File: config.mk
export PLATFORM = sky130hd
export DESIGN_NAME = counter_channel
export DESIGN_NICKNAME = d
export VERILOG_FILES = /design/src/counter_channel_pkg.sv /design/src/counter_channel.sv
export SDC_FILE = /design/constraint.sdc
export NUM_CORES = 1
export LEC_CHECK = 0
export BUFFER_PORTS_ARGS = -buffer_cell sky130_fd_sc_hd__buf_2
export CAP_MARGIN = 5
export CORE_ASPECT_RATIO = 0.9
export CORE_MARGIN = 3
export CORE_UTILIZATION = 30
export DETAILED_ROUTE_END_ITERATION = 10
export PLACE_DENSITY_LB_ADDON = 0.2
export SETUP_SLACK_MARGIN = 0.02
export SYNTH_ARGS = -nofsm -noshare
export SYNTH_HDL_FRONTEND = slang
export SYNTH_SLANG_ARGS = --single-unit
File: constraint.sdc
create_clock -name clk -period 5.45 [get_ports clk]
set_clock_uncertainty 0.1 [all_clocks]
set_input_delay 0.545 -clock clk [delete_from_list [all_inputs] [get_ports clk]]
set_output_delay 0.545 -clock clk [all_outputs]
set_load 0.005 [all_outputs]
File: src/counter_channel_pkg.sv
// Constants and types for one counter channel
// What this block does
// - Mode write drives output high, stops counting, freezes residual count
// - After mode select, no counting until all preload bytes written
// - Mode 1: after preload, clock edges decrement residual count regardless of gate
// - Mode 1: gate edge arms; next clock fall loads counter, output low
// - Mode 1: gate edge before terminal count reloads; output stays low
// - Mode 1: count zero drives output high until the next gate trigger
// - Mode 1: after terminal count keep decrementing, binary or decimal
// - Modes 2, 3: first clock fall after preload loads counter, gate high or low
// - Mode 2: count one gives one-period low output, then reload
// - Modes 2, 3: gate low counts, gate high reloads on clock fall
// - Modes 2, 3: gate rise with output low forces high and reloads
// - Mode 2: preload zero is full range, preload one holds output high
// - Mode 3: preloads zero to three give the special periods
// - Mode 3: toggle and reload on clock fall after count two
// - Mode 3: even preload decrements by two each clock fall
// - Mode 3: odd preload steps one then two high, three then two low
// - Mode 4: first clock fall with gate loads; counts only while gate
// - Mode 4: count zero gives one-clock low strobe, then output high
// - Mode 4: after terminal count keep decrementing, never reload
// - Mode 5: as mode 1 but single one-clock low strobe at zero
// - Writes taken only with write strobe, io request and io expand
// - Two-byte preload: low byte first, start only after high byte
package counter_channel_pkg;

  // ----------------------------------------
  // Register map
  // ----------------------------------------
  localparam logic [2:0] ADDR_PRELOAD = 3'h0;
  localparam logic [2:0] ADDR_MODE = 3'h1;
  localparam logic [2:0] ADDR_CTRL = 3'h2;
  localparam logic [2:0] ADDR_COUNT_LO = 3'h3;
  localparam logic [2:0] ADDR_COUNT_HI = 3'h4;
  localparam logic [2:0] ADDR_STATUS = 3'h5;

  // ----------------------------------------
  // Fields and reset values
  // ----------------------------------------
  localparam int CTRL_GATE_ENABLE_BIT = 0;
  localparam logic [7:0] MODE_RESET = 8'h00;
  localparam logic [15:0] COUNT_RESET = 16'h0000;
  localparam logic [1:0] RL_LATCH = 2'h0;
  localparam logic [1:0] RL_LOW = 2'h1;
  localparam logic [1:0] RL_HIGH = 2'h2;
  localparam logic [1:0] RL_BOTH = 2'h3;

  // ----------------------------------------
  // Count values
  // ----------------------------------------
  localparam logic [15:0] TC_ZERO = 16'h0000;
  localparam logic [15:0] TC_ONE = 16'h0001;
  localparam logic [15:0] TC_TWO = 16'h0002;
  localparam logic [1:0] STEP_ONE = 2'h1;
  localparam logic [1:0] STEP_TWO = 2'h2;
  localparam logic [1:0] STEP_THREE = 2'h3;

  typedef enum logic [2:0] {
    MODE_0, MODE_1, MODE_2, MODE_3, MODE_4, MODE_5, MODE_6, MODE_7
  } mode_e;

  typedef struct packed {
    logic [1:0] unused;
    logic [1:0] read_load_field;
    mode_e mode;
    logic bcd;
  } mode_ctrl_s;

endpackage

File: src/counter_channel.sv
// One 16-bit down-counter channel, modes 1 to 5
//
// Added by the designer: the address-and-strobe port and the register addresses.
`timescale 1ns/1ps
module counter_channel
  import counter_channel_pkg::*;
(
  input wire logic clk,
  input wire logic rst_n,
  input wire logic [2:0] addr,
  input wire logic [7:0] wdata,
  input wire logic wr,
  input wire logic rd,
  input wire logic io_req_n,
  input wire logic io_expand,
  output logic [7:0] rdata,
  input wire logic count_clock,
  input wire logic gate,
  output logic out_n
);

  // ----------------------------------------
  // Decrement helpers
  // ----------------------------------------
  function automatic logic [15:0] bcd_dec1(input logic [15:0] v);
    logic [15:0] r;
    logic borrow;
    r = v;
    borrow = 1'b1;
    for (int i = 0; i < 4; i++)
    begin
      if (borrow)
      begin
        if (r[i*4 +: 4] == 4'h0)
          r[i*4 +: 4] = 4'h9;
        else
        begin
          r[i*4 +: 4] = r[i*4 +: 4] - 4'h1;
          borrow = 1'b0;
        end
      end
    end
    return r;
  endfunction

  // Wraps to FFFF or 9999 below zero
  function automatic logic [15:0] count_down(input logic [15:0] v, input logic [1:0] step,
                                             input logic bcd);
    logic [15:0] r;
    r = v;
    if (bcd)
    begin
      for (int i = 0; i < 3; i++)
        if (2'(i) < step)
          r = bcd_dec1(r);
    end
    else
      r = v - {14'h0000, step};
    return r;
  endfunction

  // ----------------------------------------
  // Pin synchronisers
  // ----------------------------------------
  logic [1:0] clk_sync;
  logic [1:0] gate_sync;
  logic clk_last;
  logic gate_last;

  always_ff @(posedge clk)
  begin
    if (!rst_n)
    begin
      clk_sync <= 2'b00;
      gate_sync <= 2'b00;
      clk_last <= 1'b0;
      gate_last <= 1'b0;
    end
    else
    begin
      clk_sync <= {clk_sync[0], count_clock};
      gate_sync <= {gate_sync[0], gate};
      clk_last <= clk_sync[1];
      gate_last <= gate_sync[1];
    end
  end

  // ----------------------------------------
  // State
  // ----------------------------------------
  mode_ctrl_s mode_ctrl;
  logic gate_enable_bit;
  logic [15:0] preload;
  logic [15:0] count;
  logic high_next;
  logic loaded;
  logic need_load;
  logic armed;
  logic running;
  logic first_step;

  // ----------------------------------------
  // Decode
  // ----------------------------------------
  wire io_write = wr && !io_req_n && io_expand;
  wire write_mode = io_write && addr == ADDR_MODE;
  wire write_preload = io_write && addr == ADDR_PRELOAD;
  wire write_ctrl = io_write && addr == ADDR_CTRL;
  wire mode_ctrl_s new_mode = mode_ctrl_s'(wdata);
  wire take_mode = write_mode && new_mode.read_load_field != RL_LATCH;
  wire [1:0] rl = mode_ctrl.read_load_field;
  // Low byte first in two-byte transfer
  wire preload_done = write_preload && (rl != RL_BOTH || high_next);
  wire [15:0] next_preload =
    (rl == RL_LOW) ? {8'h00, wdata} :
    (rl == RL_HIGH) ? {wdata, 8'h00} :
    high_next ? {wdata, preload[7:0]} : {8'h00, wdata};

  wire gate_level = gate_sync[1] && gate_enable_bit;
  wire gate_rise = gate_sync[1] && !gate_last && gate_enable_bit;
  wire clk_fall = clk_last && !clk_sync[1];
  wire mode_e mode = mode_ctrl.mode;
  wire bcd = mode_ctrl.bcd;
  wire one_shot = mode == MODE_1 || mode == MODE_5;
  wire periodic = mode == MODE_2 || mode == MODE_3;

  // Mode 3 step size: odd preload starts each half with 1 (high) or 3 (low)
  wire odd_first = preload[0] && first_step;
  wire [1:0] sq_step = !odd_first ? STEP_TWO : (out_n ? STEP_ONE : STEP_THREE);
  wire [15:0] dec_one = count_down(count, STEP_ONE, bcd);
  wire [15:0] dec_sq = count_down(count, sq_step, bcd);

  // ----------------------------------------
  // Next counter state
  // ----------------------------------------
  logic [15:0] next_count;
  logic next_out_n;
  logic next_need_load;
  logic next_armed;
  logic next_running;
  logic next_first_step;

  always_comb
  begin
    next_count = count;
    next_out_n = out_n;
    next_need_load = need_load;
    next_armed = armed || (one_shot && gate_rise);
    next_running = running;
    next_first_step = first_step;
    if (periodic && gate_rise && !out_n)
    begin
      // Immediate, no wait for the counting clock
      next_out_n = 1'b1;
      next_count = preload;
      next_first_step = 1'b1;
    end
    else if (loaded && clk_fall)
    begin
      case (mode)
        MODE_1, MODE_5:
        begin
          if (armed)
          begin
            next_count = preload;
            next_out_n = (mode != MODE_1);
            next_running = 1'b1;
            next_armed = one_shot && gate_rise;
          end
          else
          begin
            next_count = dec_one;
            if (mode == MODE_5 && !out_n)
              next_out_n = 1'b1;
            if (running && dec_one == TC_ZERO)
            begin
              next_out_n = (mode == MODE_1);
              next_running = 1'b0;
            end
          end
        end
        MODE_2:
        begin
          if (need_load || gate_level || !out_n)
          begin
            next_count = preload;
            next_out_n = 1'b1;
            next_need_load = 1'b0;
          end
          else
          begin
            next_count = dec_one;
            if (dec_one == TC_ONE && preload != TC_ONE)
              next_out_n = 1'b0;
          end
        end
        MODE_3:
        begin
          if (need_load || gate_level)
          begin
            next_count = preload;
            next_out_n = 1'b1;
            next_need_load = 1'b0;
            next_first_step = 1'b1;
          end
          else if (count == TC_TWO)
          begin
            next_out_n = !out_n;
            next_count = preload;
            next_first_step = 1'b1;
          end
          else
          begin
            // Preload 0 and 1 run through the wrap for the extra-long periods
            next_count = dec_sq;
            next_first_step = 1'b0;
          end
        end
        MODE_4:
        begin
          if (!out_n)
            next_out_n = 1'b1;
          if (gate_level)
          begin
            if (need_load)
            begin
              next_count = preload;
              next_need_load = 1'b0;
            end
            else
            begin
              next_count = dec_one;
              if (running && dec_one == TC_ZERO)
              begin
                next_out_n = 1'b0;
                next_running = 1'b0;
              end
            end
          end
        end
        default:
        begin
          next_count = count;
        end
      endcase
    end
  end

  // ----------------------------------------
  // Registers
  // ----------------------------------------
  always_ff @(posedge clk)
  begin
    if (!rst_n)
    begin
      mode_ctrl <= mode_ctrl_s'(MODE_RESET);
      gate_enable_bit <= 1'b0;
      preload <= COUNT_RESET;
      high_next <= 1'b0;
      loaded <= 1'b0;
      need_load <= 1'b0;
      armed <= 1'b0;
      running <= 1'b0;
      first_step <= 1'b0;
      count <= COUNT_RESET;
      out_n <= 1'b1;
    end
    else if (take_mode)
    begin
      // Count stays as the previous mode left it
      mode_ctrl <= new_mode;
      out_n <= 1'b1;
      loaded <= 1'b0;
      high_next <= 1'b0;
      need_load <= 1'b0;
      armed <= 1'b0;
      running <= 1'b0;
      if (write_ctrl)
        gate_enable_bit <= wdata[CTRL_GATE_ENABLE_BIT];
    end
    else
    begin
      if (write_ctrl)
        gate_enable_bit <= wdata[CTRL_GATE_ENABLE_BIT];
      count <= next_count;
      out_n <= next_out_n;
      armed <= next_armed;
      first_step <= next_first_step;
      if (write_preload)
      begin
        preload <= next_preload;
        high_next <= (rl == RL_BOTH) && !high_next;
      end
      if (preload_done)
      begin
        loaded <= 1'b1;
        need_load <= 1'b1;
        running <= (mode == MODE_4);
      end
      else
      begin
        need_load <= next_need_load;
        running <= next_running;
      end
    end
  end

  // ----------------------------------------
  // Read port
  // ----------------------------------------
  wire [7:0] status = {5'h00, running, loaded, out_n};
  logic [7:0] read_value;

  always_comb
  begin
    if (addr == ADDR_MODE)
      read_value = mode_ctrl;
    else if (addr == ADDR_CTRL)
      read_value = {7'h00, gate_enable_bit};
    else if (addr == ADDR_COUNT_LO)
      read_value = count[7:0];
    else if (addr == ADDR_COUNT_HI)
      read_value = count[15:8];
    else if (addr == ADDR_STATUS)
      read_value = status;
    else
      read_value = 8'h00;
  end

  // Data valid only in the cycle after the strobe
  always_ff @(posedge clk)
  begin
    if (!rst_n)
      rdata <= 8'h00;
    else if (rd)
      rdata <= read_value;
    else
      rdata <= 8'h00;
  end

endmodule // counter_channel

* Word-level counts from Yosys, hierarchy flattened
Cells that the tools add are included.
** Word-level totals
- Register bits after elaboration :: 62
- Bits of input ports :: 19
- Output and inout port bits :: 9
- Logic and storage cells :: 254
** Operators by class
- Add/sub/neg operators :: 14
- Magnitude comparators :: 3
- Equality and inequality tests :: 28
- Multiplexer cells :: 123
- Bitwise operators :: 2
- Reductions and logical operators :: 64
** Operators by type and width (count)
- 16-bit 2-to-1 mux :: 18
- 4-bit 2-to-1 mux :: 24
- 1-bit 2-to-1 mux :: 70
- 16-bit one-hot mux with 4 select lines :: 1
- 4-bit zero test :: 12
- 4-bit by 1-bit subtractor with 4-bit output (second input constant) :: 12
- 8-bit 2-to-1 mux :: 4
- 1-bit logical AND :: 20
- 16-bit by 1-bit equality test with 1-bit output (second input constant) :: 1
- 16-bit by 2-bit equality test with 1-bit output (second input constant) :: 1
- 16-bit zero test :: 1
- 16-bit by 1-bit inequality test with 1-bit output (second input constant) :: 1
- 16-bit by 1-bit subtractor with 16-bit output (second input constant) :: 1
- 16-bit by 2-bit subtractor with 16-bit output :: 1
- 3-bit by 2-bit equality test with 1-bit output (second input constant) :: 4
- 3-bit equality test (second input constant) :: 4
- 3-bit by 1-bit inequality test with 1-bit output (second input constant) :: 4
- 5-bit AND reduction :: 2
- 3-bit inequality test (second input constant) :: 3
- 2-bit nonzero test :: 4
- 4-bit nonzero test :: 2
- 3-bit by 1-bit equality test with 1-bit output (second input constant) :: 2
- 1-bit logical OR :: 6
- 3-bit by 2-bit inequality test with 1-bit output (second input constant) :: 2
- 22 further kinds :: 34

* Logic depth before layout (Yosys ltp)
- Depth after elaboration :: 45
- Gate-level depth with buffers :: 22
- Depth with buffers taken out :: 18

* Least setup slack after synthesis
Ideal clock, no wire load.
- Kind :: flip-flop to flip-flop
- Start :: reg count[0]
- End :: reg count[15]
- Setup time :: 0.096 ns
- Arrival :: 4.128 ns
- Data required time :: 5.254 ns
- Path slack :: 1.127 ns
- Stages on the path, launching flop included :: 21
- Buffers on the path :: 3
- Period minus slack after synthesis :: 4.323 ns
- Path through :: dfxtp_1 clkbuf_1 inv_1 ha_1 or3b_1 clkbuf_1 buf_2 nor2_1 mux2_2 inv_1 ha_1 o311a_1 and2_1 nand2_1 xnor2_1 ha_1 inv_1 a2111oi_2 nand4_1 o211a_1 o41ai_2
** On the way
- Longest elaborated chain between the ends :: 28
- Elaborated cells on any way between the ends :: 84
- Those cells by class :: add/sub (8); eq/ne (1); mux (66); reduce/logical (9)
** RTL lines
- from (decl) :: line counter_channel.sv:94 : logic [15:0] count;
- from (signal assigned) :: line counter_channel.sv:285 : count <= next_count;
- 4-bit zero test :: line counter_channel.sv:34 : if (r[i*4 +: 4] == 4'h0)
- 1-bit 2-to-1 mux :: line counter_channel.sv:34
- 1-bit 2-to-1 mux :: line counter_channel.sv:54 : if (2'(i) < step)
- 1-bit 2-to-1 mux :: line counter_channel.sv:51 : if (bcd)
- 1-bit 2-to-1 mux or 4-bit 2-to-1 mux (tied branches) :: line counter_channel.sv:32 : if (borrow)
- 1-bit 2-to-1 mux or 16-bit 2-to-1 mux (tied branches) :: line counter_channel.sv:54
- 1-bit 2-to-1 mux or 16-bit 2-to-1 mux (tied branches) :: line counter_channel.sv:51
- 1-bit 2-to-1 mux (tied with other cells) :: line counter_channel.sv:32
- [... 12 more ...]
- 4-bit 2-to-1 mux :: line counter_channel.sv:32
- 16-bit 2-to-1 mux :: line counter_channel.sv:54
- 16-bit 2-to-1 mux :: line counter_channel.sv:51
- 16-bit 2-to-1 mux :: line counter_channel.sv:206 : else if (count == TC_TWO)
- 16-bit 2-to-1 mux :: line counter_channel.sv:199 : if (need_load || gate_level)
- 16-bit one-hot mux with 4 select lines (*) :: line counter_channel.sv:160 : case (mode)
- 16-bit 2-to-1 mux (*) :: line counter_channel.sv:158 : else if (loaded && clk_fall)
- 16-bit 2-to-1 mux (*) :: line counter_channel.sv:151 : if (periodic && gate_rise && !out_n)
Mark *: on every way between the ends. The rest lies on a longest branch, timed or not. The select of a mux whose other input is x is not followed.
A chain may end at the register's enable or synchronous reset.

* Final worst setup path
- Start :: reg count[0]
- End :: reg count[13]
The elaborated chain is that of the path after synthesis.

==> metrics.md <==
| Metric | Value |
|---|---|
| TritonCTS Sinks | `62` |
| Startpoint Class | `flip-flop` |
| DRT iter0 DRCs | `a little over 700` |
| GR Overflow Total | `0` |
| WL per Instance | `~21 µm` |
| Mapped Avg Cell Area | `around 7.4 µm²` |
| # port buffers | `27` |
| DR DRC count | `0` |
| Setup slack, reg-to-reg | `between 0.5 and 0.6 ns` |
| FILL cells | `1901` |
| Clock H-tree levels | `3` |
| Max Used Layer | `met5` |
| I/O pin count | `28` |
| Largest family of logic cells by synthesized area | `compound AO/OA/AOI/OAI gates` |
| Met3 wire length | `roughly 2000 µm` |
| CTS tree | `done` |
| CORE AREA | `around 0.018 mm²` |
| Sequential area share after synthesis | `approximately 22%` |
| Critical Path Source | `count[0]` |
| CTS resizes | `0` |
| Worst Max-Slew Pin Slew | `~1 ns` |
| Setup Viol. Count Final | `0` |
| FMAX | `approximately 200 MHz` |
| Number of global-route vias before repair | `5560` |
| Antenna cells | `0` |
| Die area | `between 0.02 and 0.025 mm²` |
| Xor and xnor area share after synthesis | `5.43%` |
| Synth area leaders | `dfxtp_1, nand2_1, nor2_1` |
| Max-Cap Viols | `0` |
| Skew-Pair Late Insertion Delay | `around 0.34 ns` |
| Top_reg_cell synth | `dfxtp_1` |
| Placer Congestion | `between 0.9 and 1` |
| Worst vdd ir | `between 100 and 150 µV` |
| Final min period | `between 4 and 5 ns` |
| Clk slew on worst S/H paths | `roughly 0.060 ns` |
| Setup crit end | `count[13]` |
| R2R depth | `16` |
| Area leader, netlist | `dfxtp_1` |
| Synth Area in Compound Gates | `between 30% and 40%` |
| Post-Synth Adder-Cell Area | `about 3.5%` |
| Pin count of the biggest net entering global routing | `52` |
| Root Driver | `clkbuf_16` |
| Final instance area | `between 0.006 and 0.007 mm²` |
| Share of the synthesized area in the top cell type | `22.0%` |
| Fin. Hold Viols | `0` |
| Die Wd | `151 µm` |
| Via density | `between 5 and 6` |
| Total wire length | `~21000 µm` |
| Crit Path Class | `flip-flop to flip-flop` |
| Worst reg2reg startpoint | `count[0]` |
| FP Rows | `46` |
| Post-CTS setup buffers | `0` |
| Seq cells post-synth | `slightly above 60` |
| Initial antenna violation count | `1` |
| Global-route wire length before repair | `around 33000 µm` |
| Clk buf depth | `2` |
| Post-synth net total | `~800` |
| Worst min path class | `input port to flip-flop` |
| Die height | `between 100 and 150 µm` |
| Mux cell area share after synthesis | `about 4.3%` |
| Num CTS Buffers | `9` |
| Async S/R FF share, synth | `0%` |
| HPWL reported at the end of detailed placement | `16200 µm` |
| Pleak | `0.00234 µW` |
| Crit path max fanout | `14` |
| Most common cell in the netlist | `nand2_1` |
| Reg area | `~0.0012 mm²` |
| CP required | `roughly 5.6 ns` |
| Tot GR Track Use | `about 21%` |
| Mapped Area | `roughly 0.0056 mm²` |
| RSZ-0062 raised after global routing | `no` |
| TritonRoute pass-1 iters | `5` |
| EDFF count, synth | `0` |
| Slew margin rel. | `32.1%` |
| Met2 wire length | `a little under 9000 µm` |
| Vias | `roughly 6000` |
| Area of the multi-input gates | `0.00411 mm²` |
| Setup crit end kind | `flip-flop` |
| Synth Area in Simple Gates | `around 29%` |
| Yosys synthesis warning count | `0` |
| Metal-1 WL | `between 10000 and 15000 µm` |
| Final nets | `800` |
| Syn Inst Count | `around 770` |
| Critical Path AT | `5.04 ns` |
| RR Endpoint | `count[13]` |
| Initial core utilization | `a little under a third` |
| DRT antenna net count | `0` |
| Slew Limit Fails | `0` |
| Area after DPL | `0.00598 mm²` |
| Tcrit/Tclk final | `89.9%` |
| CTS hold repair buffers | `0` |
| Fin Setup TNS | `0 ns` |
| Yosys cell types | `84` |
| Status | `finished clean` |
| Synth cell count leaders | `nand2_1, nor2_1, dfxtp_1` |
| Final Core Density | `a little over a third` |
| Area grow syn2layout | `11.9%` |
| Pwr Total | `around 1200 µW` |
| Share of cells above drive strength 1 | `around a tenth` |
| PwrDens | `182 mW/mm²` |
==> kinds of logic after synthesis <==
kind of cell	count (synthesis)
mux	24
flops	62
fa+ha+maj	15
xor+xnor	35
compound gates	243
simple gates	311
buf+inv	78
==> power by group <==
part           total (µW)  internal, µW  switching [µW]
Combinational        44.0          16.5            27.5
Clock                 647           407             240
Sequential            460           456            3.54
==> flip-flops by register name, summed over array words and instances, names as in the netlist, named ones only <==
name             cells
mode                 3
gate_last            1
first_step           1
preload             16
bcd                  1
clk_last             1
need_load            1
rl                   2
mode_ctrl            2
clk_sync             2
gate_enable_bit      1
loaded               1
count               16
rdata                8
high_next            1
out_n                1
gate_sync            2
running              1
==> worst max-delay path: stages, from the launching register on <==
cell and delay [ns]:
dfxtp_1 0.62, inv_1 0.21, ha_1 0.25, buf_4 0.19, nor3b_1 0.20, xnor2_1 0.51, ha_1 0.27, o311a_1 0.22
and2_1 0.20, nand2_1 0.13, o21ai_0 0.41, ha_1 0.25, inv_1 0.05, a2111oi_2 0.37, nand3_1 0.33, a31o_1 0.27
o311ai_1 0.22
==> worst min path at each step <==
stage	cells after the start	slack, ns	start	to
finish	2	0.31	count_clock	clk_sync[0]
global route	2	0.32	count_clock	clk_sync[0]
CTS	2	0.31	count_clock	clk_sync[0]
detailed placement	1	0.32	clk_sync[0]	clk_sync[1]
global placement	1	0.31	clk_sync[0]	clk_sync[1]
floorplan	1	0.31	clk_sync[0]	clk_sync[1]
==> layer usage <==
layer / vias up / GRT usage [%]
li1: 2863 / -
met1: 2888 / 31.0
met2: 261 / 29.4
met3: 30 / 5.93
met4: 2 / 4.08
met5: - / 0
==> final cells by class <==
class                           instances  share of cell area [%]
Inverter                               22                    1.31
Clock buffer                            9                    3.57
Sequential cell                        62                    19.7
Tap cell                              240                    4.76
Multi-Input combinational cell        628                    65.0
Timing Repair Buffer                   43                    4.04
Clock inverter                          7                    1.66
==> cells in the final DEF (no fill, tap or decap), types with 16 or more instances in the layout <==
cell type / count
buf_2: 27
buf_4: 16
a21boi_0: 16
nand2_1: 78
inv_1: 22
nor2b_1: 16
mux2i_1: 20
dfxtp_1: 62
and2_1: 19
nor3_1: 22
nand3_1: 19
xnor2_1: 26
a21oi_1: 45
o21ai_0: 37
nor2_1: 70
==> metrics by stage <==
step / worst slack, ns / hold slack [ns] / std cells
3_3_place_gp: 0.894 / 0.315 / 995
5_1_grt: 0.128 / 0.318 / 1011
2_1_floorplan: 1.13 / 0.312 / 768
3_5_place_dp: 0.628 / 0.318 / 995
4_1_cts: 0.613 / 0.307 / 1011
6_report: 0.551 / 0.314 / 1011
No activity file was read; power rests on OpenSTA's default activity.
